--- src/pcs_params.svh ---
// Offsets, field positions, reset values for the pulse channel error status block
`ifndef PCS_PARAMS_SVH
`define PCS_PARAMS_SVH
`define PCS_ADDR_W 5
`define PCS_DATA_W 8
`define PCS_OFF_CH0_STATUS 5'h00
`define PCS_OFF_CH1_STATUS 5'h08
`define PCS_OFF_CH0_OUTCTL 5'h09
`define PCS_OFF_CH0_CLRCTL 5'h0a
`define PCS_OFF_CH1_OUTCTL 5'h15
`define PCS_OFF_CH1_CLRCTL 5'h16
`define PCS_OFF_IRQ_STATUS 5'h1c
`define PCS_OFF_IRQ_MASK 5'h1d
`define PCS_OFF_CONFIG 5'h1e
`define PCS_BIT_UNDERVOLT 0
`define PCS_BIT_SENSOR 1
`define PCS_BIT_LOAD 2
`define PCS_BIT_PULSE 3
`define PCS_BIT_OUT_A 4
`define PCS_BIT_OUT_B 5
`define PCS_BIT_SRC_SEL 1
`define PCS_BIT_SET_A 3
`define PCS_BIT_SET_B 4
`define PCS_BIT_CLEAR 0
`define PCS_BIT_TWO_CH 0
`define PCS_RST_CTRL 8'h00
`define PCS_RST_CONFIG 8'h01
`define PCS_RST_IRQ 8'h00
`endif

--- src/pcs_pkg.sv ---
// Types shared by the pulse channel error status block
package pcs_pkg;
	// Error byte as seen by the controller, bit 7 down to bit 0
	typedef struct packed {
		logic [1:0] unused;
		logic output_b_fault_flag;
		logic output_a_fault_flag;
		logic pulse_error_flag;
		logic load_failure_flag;
		logic sensor_supply_fault_flag;
		logic supply_undervoltage_flag;
	} pcs_err_t;

	// Control bits of one channel
	typedef struct packed {
		logic output_source_select;
		logic manual_output_a_level;
		logic manual_output_b_level;
		logic fault_clear_request;
	} pcs_ctrl_t;

	// Field conditions from the output stage, one channel
	typedef struct packed {
		logic supply_present;
		logic supply_low;
		logic sensor_short;
		logic out_a_short;
		logic out_b_short;
	} pcs_cond_t;

	// Gather control bits from the output control and clear bytes
	function automatic pcs_ctrl_t pcs_ctrl_from_bytes(input logic [7:0] outctl,
		input logic [7:0] clrctl);
		pcs_ctrl_t c;
		c.output_source_select = outctl[1];
		c.manual_output_a_level = outctl[3];
		c.manual_output_b_level = outctl[4];
		c.fault_clear_request = clrctl[0];
		return c;
	endfunction : pcs_ctrl_from_bytes
endpackage : pcs_pkg

--- src/pcs_channel_flags.sv ---
// Error flags and output drive of one pulse channel
`timescale 1ns/10ps
`default_nettype none
`include "pcs_params.svh"
module pcs_channel_flags
	import pcs_pkg::*;
(
	input wire logic sys_clk,
	input wire logic reset,
	input wire pcs_ctrl_t ctrl,
	input wire pcs_cond_t cond,
	input wire logic pulse_error,
	input wire logic pulse_seq_level,
	input wire logic load_request,
	input wire logic load_single_mode,
	input wire logic load_fail,
	output var pcs_err_t flags,
	output logic digital_output_a,
	output logic digital_output_b,
	output logic load_accept,
	output logic [3:0] fault_events
);
	pcs_err_t next_flags;
	logic next_out_a;
	logic next_out_b;
	logic next_load_accept;
	logic manual_both;
	logic keep;

	// Flag and output next values
	always_comb begin
		keep = ~ctrl.fault_clear_request; // Latched flags drop while clear is held
		manual_both = ~ctrl.output_source_select & ctrl.manual_output_a_level
			& ctrl.manual_output_b_level;
		next_load_accept = load_request & ~flags.load_failure_flag;
		next_flags = '0;
		// Absent supply never reports undervoltage
		next_flags.supply_undervoltage_flag = cond.supply_present & cond.supply_low;
		next_flags.pulse_error_flag = pulse_error; // Live indication
		// Set terms come first so an event in a clear cycle is kept
		next_flags.sensor_supply_fault_flag = cond.sensor_short
			| (flags.sensor_supply_fault_flag & keep);
		next_flags.load_failure_flag = (next_load_accept & load_single_mode & load_fail)
			| (flags.load_failure_flag & keep);
		next_flags.output_a_fault_flag = cond.out_a_short
			| (flags.output_a_fault_flag & keep);
		next_flags.output_b_fault_flag = cond.out_b_short | manual_both
			| (flags.output_b_fault_flag & keep);
		// Manual drive or sequencer drive on A, B held low in sequence mode
		next_out_a = ctrl.output_source_select ? pulse_seq_level
			: ctrl.manual_output_a_level;
		next_out_b = ctrl.output_source_select ? 1'b0 : ctrl.manual_output_b_level;
	end

	// Rising of each latched flag, feeds the interrupt status
	assign fault_events = {
		next_flags.output_b_fault_flag & ~flags.output_b_fault_flag,
		next_flags.output_a_fault_flag & ~flags.output_a_fault_flag,
		next_flags.load_failure_flag & ~flags.load_failure_flag,
		next_flags.sensor_supply_fault_flag & ~flags.sensor_supply_fault_flag};

	// State registers
	always_ff @(posedge sys_clk) begin
		if (reset) begin
			flags <= '0;
			digital_output_a <= 1'b0;
			digital_output_b <= 1'b0;
			load_accept <= 1'b0;
		end else begin
			flags <= next_flags;
			digital_output_a <= next_out_a;
			digital_output_b <= next_out_b;
			load_accept <= next_load_accept;
		end
	end
endmodule : pcs_channel_flags
`default_nettype wire

--- src/pcs_error_status.sv ---
// Two-channel error status bank with register port and fault interrupt
//
// Decided for this implementation: the plain strobed port.
`timescale 1ns/10ps
`default_nettype none
`include "pcs_params.svh"
module pcs_error_status
	import pcs_pkg::*;
(
	input wire logic sys_clk,
	input wire logic reset,
	input wire logic [`PCS_ADDR_W-1:0] reg_addr,
	input wire logic [`PCS_DATA_W-1:0] reg_wdata,
	input wire logic reg_write,
	input wire logic reg_read,
	output logic [`PCS_DATA_W-1:0] reg_rdata,
	input wire logic [1:0] supply_present_pin,
	input wire logic [1:0] supply_low_pin,
	input wire logic [1:0] sensor_short_pin,
	input wire logic [1:0] out_a_short_pin,
	input wire logic [1:0] out_b_short_pin,
	input wire logic [1:0] pulse_error,
	input wire logic [1:0] pulse_seq_level,
	input wire logic [1:0] load_request,
	input wire logic [1:0] load_single_mode,
	input wire logic [1:0] load_fail,
	output logic [1:0] load_accept,
	output logic [1:0] digital_output_a,
	output logic [1:0] digital_output_b,
	output logic fault_irq
);
	// Control and configuration bytes
	logic [7:0] outctl [2];
	logic [7:0] clrctl [2];
	logic [7:0] config_reg;
	logic [7:0] irq_status;
	logic [7:0] irq_mask;
	logic [7:0] next_outctl [2];
	logic [7:0] next_clrctl [2];
	logic [7:0] next_config;
	logic [7:0] next_irq_status;
	logic [7:0] next_irq_mask;
	logic [7:0] next_rdata;
	logic next_irq;
	logic two_channels;

	// Pin synchronisers, stage one feeds only stage two
	pcs_cond_t cond_meta [2];
	pcs_cond_t cond_sync [2];
	pcs_cond_t cond_raw [2];

	// Per-channel results
	pcs_ctrl_t ctrl [2];
	pcs_err_t flags [2];
	logic [3:0] events [2];

	assign two_channels = config_reg[`PCS_BIT_TWO_CH];

	// Group the pins by channel
	always_comb begin
		for (int i = 0; i < 2; i++) begin
			cond_raw[i].supply_present = supply_present_pin[i];
			cond_raw[i].supply_low = supply_low_pin[i];
			cond_raw[i].sensor_short = sensor_short_pin[i];
			cond_raw[i].out_a_short = out_a_short_pin[i];
			cond_raw[i].out_b_short = out_b_short_pin[i];
		end
	end

	// Two-flop synchroniser for the field conditions
	always_ff @(posedge sys_clk) begin
		if (reset) begin
			cond_meta[0] <= '0;
			cond_meta[1] <= '0;
			cond_sync[0] <= '0;
			cond_sync[1] <= '0;
		end else begin
			cond_meta[0] <= cond_raw[0];
			cond_meta[1] <= cond_raw[1];
			cond_sync[0] <= cond_meta[0];
			cond_sync[1] <= cond_meta[1];
		end
	end

	// Channel instances; channel 1 logic keeps running in single-channel use, only its status read and events are masked
	for (genvar ch = 0; ch < 2; ch++) begin : g_ch
		assign ctrl[ch] = pcs_ctrl_from_bytes(outctl[ch], clrctl[ch]);
		pcs_channel_flags u_flags (
			.sys_clk(sys_clk),
			.reset(reset),
			.ctrl(ctrl[ch]),
			.cond(cond_sync[ch]),
			.pulse_error(pulse_error[ch]),
			.pulse_seq_level(pulse_seq_level[ch]),
			.load_request(load_request[ch]),
			.load_single_mode(load_single_mode[ch]),
			.load_fail(load_fail[ch]),
			.flags(flags[ch]),
			.digital_output_a(digital_output_a[ch]),
			.digital_output_b(digital_output_b[ch]),
			.load_accept(load_accept[ch]),
			.fault_events(events[ch])
		);
	end

	// Register writes, interrupt status and read mux
	always_comb begin
		next_outctl = outctl;
		next_clrctl = clrctl;
		next_config = config_reg;
		next_irq_mask = irq_mask;
		next_irq_status = irq_status;
		next_rdata = 8'h00;
		// Write-one-to-clear first, new events after, so an event is never lost
		if (reg_write && reg_addr == `PCS_OFF_IRQ_STATUS) begin
			next_irq_status = irq_status & ~reg_wdata;
		end
		next_irq_status = next_irq_status | {events[1] & {4{two_channels}}, events[0]};
		if (reg_write) begin
			case (reg_addr)
				`PCS_OFF_CH0_OUTCTL: next_outctl[0] = reg_wdata;
				`PCS_OFF_CH0_CLRCTL: next_clrctl[0] = reg_wdata;
				`PCS_OFF_CH1_OUTCTL: next_outctl[1] = reg_wdata;
				`PCS_OFF_CH1_CLRCTL: next_clrctl[1] = reg_wdata;
				`PCS_OFF_IRQ_MASK: next_irq_mask = reg_wdata;
				`PCS_OFF_CONFIG: next_config = reg_wdata & 8'h01;
				default: ;
			endcase
		end
		if (reg_read) begin
			case (reg_addr)
				`PCS_OFF_CH0_STATUS: next_rdata = flags[0];
				`PCS_OFF_CH1_STATUS: next_rdata = two_channels ? flags[1] : 8'h00;
				`PCS_OFF_CH0_OUTCTL: next_rdata = outctl[0];
				`PCS_OFF_CH0_CLRCTL: next_rdata = clrctl[0];
				`PCS_OFF_CH1_OUTCTL: next_rdata = outctl[1];
				`PCS_OFF_CH1_CLRCTL: next_rdata = clrctl[1];
				`PCS_OFF_IRQ_STATUS: next_rdata = irq_status;
				`PCS_OFF_IRQ_MASK: next_rdata = irq_mask;
				`PCS_OFF_CONFIG: next_rdata = config_reg;
				default: next_rdata = 8'h00; // Unmapped reads as zero
			endcase
		end
		// Level interrupt computed from next state so it stays register-timed
		next_irq = |(next_irq_status & next_irq_mask);
	end

	// Register bank state
	always_ff @(posedge sys_clk) begin
		if (reset) begin
			outctl[0] <= `PCS_RST_CTRL;
			outctl[1] <= `PCS_RST_CTRL;
			clrctl[0] <= `PCS_RST_CTRL;
			clrctl[1] <= `PCS_RST_CTRL;
			config_reg <= `PCS_RST_CONFIG;
			irq_status <= `PCS_RST_IRQ;
			irq_mask <= `PCS_RST_IRQ;
			reg_rdata <= 8'h00;
			fault_irq <= 1'b0;
		end else begin
			outctl <= next_outctl;
			clrctl <= next_clrctl;
			config_reg <= next_config;
			irq_status <= next_irq_status;
			irq_mask <= next_irq_mask;
			reg_rdata <= next_rdata;
			fault_irq <= next_irq;
		end
	end
endmodule : pcs_error_status
`default_nettype wire

--- config.mk ---
export PLATFORM = sky130hd
export DESIGN_NAME = pcs_error_status
export DESIGN_NICKNAME = d
export VERILOG_FILES = /design/src/pcs_pkg.sv /design/src/pcs_channel_flags.sv /design/src/pcs_error_status.sv
export VERILOG_INCLUDE_DIRS = /design/src
export SDC_FILE = /design/constraint.sdc
export NUM_CORES = 1
export LEC_CHECK = 0
export BUFFER_PORTS_ARGS = -buffer_cell sky130_fd_sc_hd__buf_2
export CAP_MARGIN = 20
export CORE_MARGIN = 2
export CORE_UTILIZATION = 55
export CTS_BUF_LIST = sky130_fd_sc_hd__clkbuf_4 sky130_fd_sc_hd__clkbuf_8 sky130_fd_sc_hd__clkbuf_16
export CTS_CLUSTER_SIZE = 25
export DETAILED_ROUTE_END_ITERATION = 10
export PLACE_DENSITY_LB_ADDON = 0.08
export SETUP_SLACK_MARGIN = 0.15
export SYNTH_ARGS = -nofsm -noshare
export SYNTH_HDL_FRONTEND = slang
export SYNTH_SLANG_ARGS = --single-unit
--- constraint.sdc ---
create_clock -name sys_clk -period 5.7 [get_ports sys_clk]
set_clock_uncertainty 0.1 [all_clocks]
set_input_delay 1.14 -clock sys_clk [delete_from_list [all_inputs] [get_ports sys_clk]]
set_output_delay 1.14 -clock sys_clk [all_outputs]
set_load 0.01 [all_outputs]
==> impl_metrics.ini <==
[clock_tree]
numCtsBuffers = 9
cts_buffer_depth = 2
clk_latency_ns = 0.35
cts.sinks = 96
root_buffer = clkbuf_8
clkSlewWorstSetupHoldPaths_ns = 0.09
postCtsSetupRepairBufs = 0
postCtsHoldBufs = 0
cts_max_level = 3
tritoncts = done
cts_resized = 0

[logic_synthesis]
synth_top_family_by_area = simple AND/OR/NAND/NOR gates
synth-simple-area-share_pct = 18.6
synthArstFlopShare_pct = 0
synth_edf_count = 0
seq_area_frac_synth_pct = 53.2
syn_area_mm2 = 0.00361
synthMuxAreaShare_pct = 11.9
ys_types = 40
synthesis.nets = 393
avgSynthCellArea_um2 = 10.2
syn_inst = 356
synth-compound-area-share_pct = 12.8
ys_ff_latch = 96
ys.flop_type = dfxtp_1
yosys.area_share.adder_pct = 0
synth_xor_xnor_area_share_pct = 0
synth_warnings = 0

[sta]
period_needed_ns = 2.77
hold_viol = 0
slew_headroom_pct = 39.2
min_period_over_period_pct = 48.5
setup_violations = 0
drv_slew = 0
rsz0062_at_grt = false
whs_ns = 0.338
tightestPinTransition_ns = 0.905
timing.fmax_mhz = 361
fin_tns_setup_ns = 0

[critical_path]
path_cells = buf_2, nor2_2, nor4b_2, a22o_1, a221oi_1, a31oi_1
crit_type = in2reg
slowest_stage = nor4b_2
cp-end-kind = flop
worstPathBufferInverterCount = 1
cp_max_fo = 10
cp_top_family = simple AND/OR/NAND/NOR gates
worstPathRequired_ns = 5.87
startpoint_type = input port
slowest_delay_ns = 0.68
crit_arrival_ns = 2.94

[grt]
grt_use_total_pct = 23.7
antenna_found_initial = 0
grt_pass1_wl_mm = 13.3
grt_pass1_vias = 2527
grt_max_degree = 84
grt_overflow = 0

[place]
io_buffers = 51
gp_congestion = 0.895
place_hpwl_mm = 5.66

[pwr]
power_per_cell_area_mw_per_mm2 = 299
leakagePower_nw = 1.78
max-vdd-ir-drop_uv = 209

[routing]
ant_nets = 0
wl_mm = 8.25
wire_per_inst_um = 17.1
drt-initial-drc-count = 214
route.detailed.drc = 0
vias = 2794
drt-vias-per-instance = 5.81
first_pass_iters = 4

[die]
start_util_pct = 56.9
die_w_um = 85.1
die_h_um = 85.1
row_count = 29
io_pins = 52
die-area_mm2 = 0.00724
core_area_mm2 = 0.00635

[final_layout]
drive_gt1_share_pct = 19.6
top_regs = clrctl (16), g_ch.u_flags.flags (12)
largest_reg_flops = 16
final_cell_mix = dfxtp_1 (96), nor2_1 (58), buf_2 (51), mux2i_1 (43), nor2b_1 (25)
syn_to_final_growth_pct = 12.9
largest-register = clrctl
final_common_cell = dfxtp_1
fillers = 537
fin_nets = 437
diodes = 0

[job]
max_cap_viol_count = 0

[hold_path]
hold_class = reg2reg

[status]
status = completed
==> layout make-up <==
class | instances | area, µm² | area share (%)
Clock inverter | 2 | 38.8 | 0.951
Sequential cell | 96 | 1920 | 47.1
Tap cell | 77 | 96.3 | 2.36
Timing Repair Buffer | 52 | 263 | 6.44
Multi-Input combinational cell | 233 | 1560 | 38.3
Inverter | 8 | 30.0 | 0.736
Clock buffer | 13 | 166 | 4.08
==> synthesized netlist by cell type (all sizes together), types with 2 or more instances <==
library cell / n / area (µm²)
a32oi: 2 / 17.5
and3: 3 / 18.8
nand4: 2 / 12.5
a221oi: 7 / 61.3
mux2i: 43 / 430
dfxtp: 96 / 1920
a22o: 6 / 52.6
nand2b: 3 / 21.3
nor2: 64 / 270
nand3: 9 / 45.0
a2bb2oi: 2 / 17.5
nor3: 2 / 10.0
inv: 8 / 30.0
nor2b: 25 / 156
o311ai: 2 / 17.5
a31oi: 9 / 56.3
clkbuf: 7 / 26.3
nand2: 8 / 35.0
buf: 12 / 72.6
o22ai: 4 / 25.0
a21oi: 11 / 55.1
nand4b: 2 / 17.5
nor3b: 2 / 15.0
a22oi: 17 / 128
==> worst paths after layout <==
path,start,to,slack (ns),cells past startpoint
worst min-delay path,cond_meta[0][8]$_SDFF_PP0_,cond_sync[0][8]$_SDFF_PP0_,0.34,1
worst max-delay path,reg_addr[0],reg_rdata[1]$_SDFF_PP0_,2.93,6
worst min register to register,cond_meta[0][8]$_SDFF_PP0_,cond_sync[0][8]$_SDFF_PP0_,0.34,1
worst max register to register,ctrl[7]$_SDFFE_PP0P_,fault_irq$_SDFF_PP0_,3.77,5
==> per-stage QoR <==
stage                     util, %  instances  power (mW)  setup slack [ns]  cell area [µm²]
after floorplan                 -        356       0.754              2.95             3610
after global placement       61.0        466       0.783              2.61             3870
after detailed placement     61.0        466       0.784              2.62             3870
after CTS                    64.3        481        1.23              2.98             4080
after global routing         64.3        481        1.26              2.82             4080
final                        64.3        481        1.22              2.93             4080
==> metal layers <==
metal / up-vias / wire [µm] / GRT usage (%)
met2: 118 / 3740 / 36.4
met4: 0 / 147 / 7.07
met1: 1314 / 3720 / 33.0
met3: 14 / 634 / 6.42
met5: - / 0 / 0
li1: 1348 / - / -
==> where the power goes <==
| part | total, mW | switching [mW] | internal (mW) |
|---|---|---|---|
| logic | 0.0735 | 0.0447 | 0.0288 |
| clock network | 0.451 | 0.215 | 0.235 |
| registers | 0.696 | 0.00863 | 0.687 |
==> worst reg2reg max path, stage by stage, from the launching register on <==
cell	delay (ns)
dfxtp_1	0.43
nor2b_1	0.10
a221oi_1	0.34
a2bb2oi_1	0.30
o22ai_1	0.14
o41a_1	0.40
==> kinds of logic (layout without fill, tap and decap cells) <==
logic type / after synthesis / count (layout)
AOI/OAI and AO/OA: 64 / 64
buffers and inverters: 27 / 75
muxes: 43 / 43
and+or+nand+nor: 126 / 126
DFF: 96 / 96
Power figures use the tool's default switching activity.
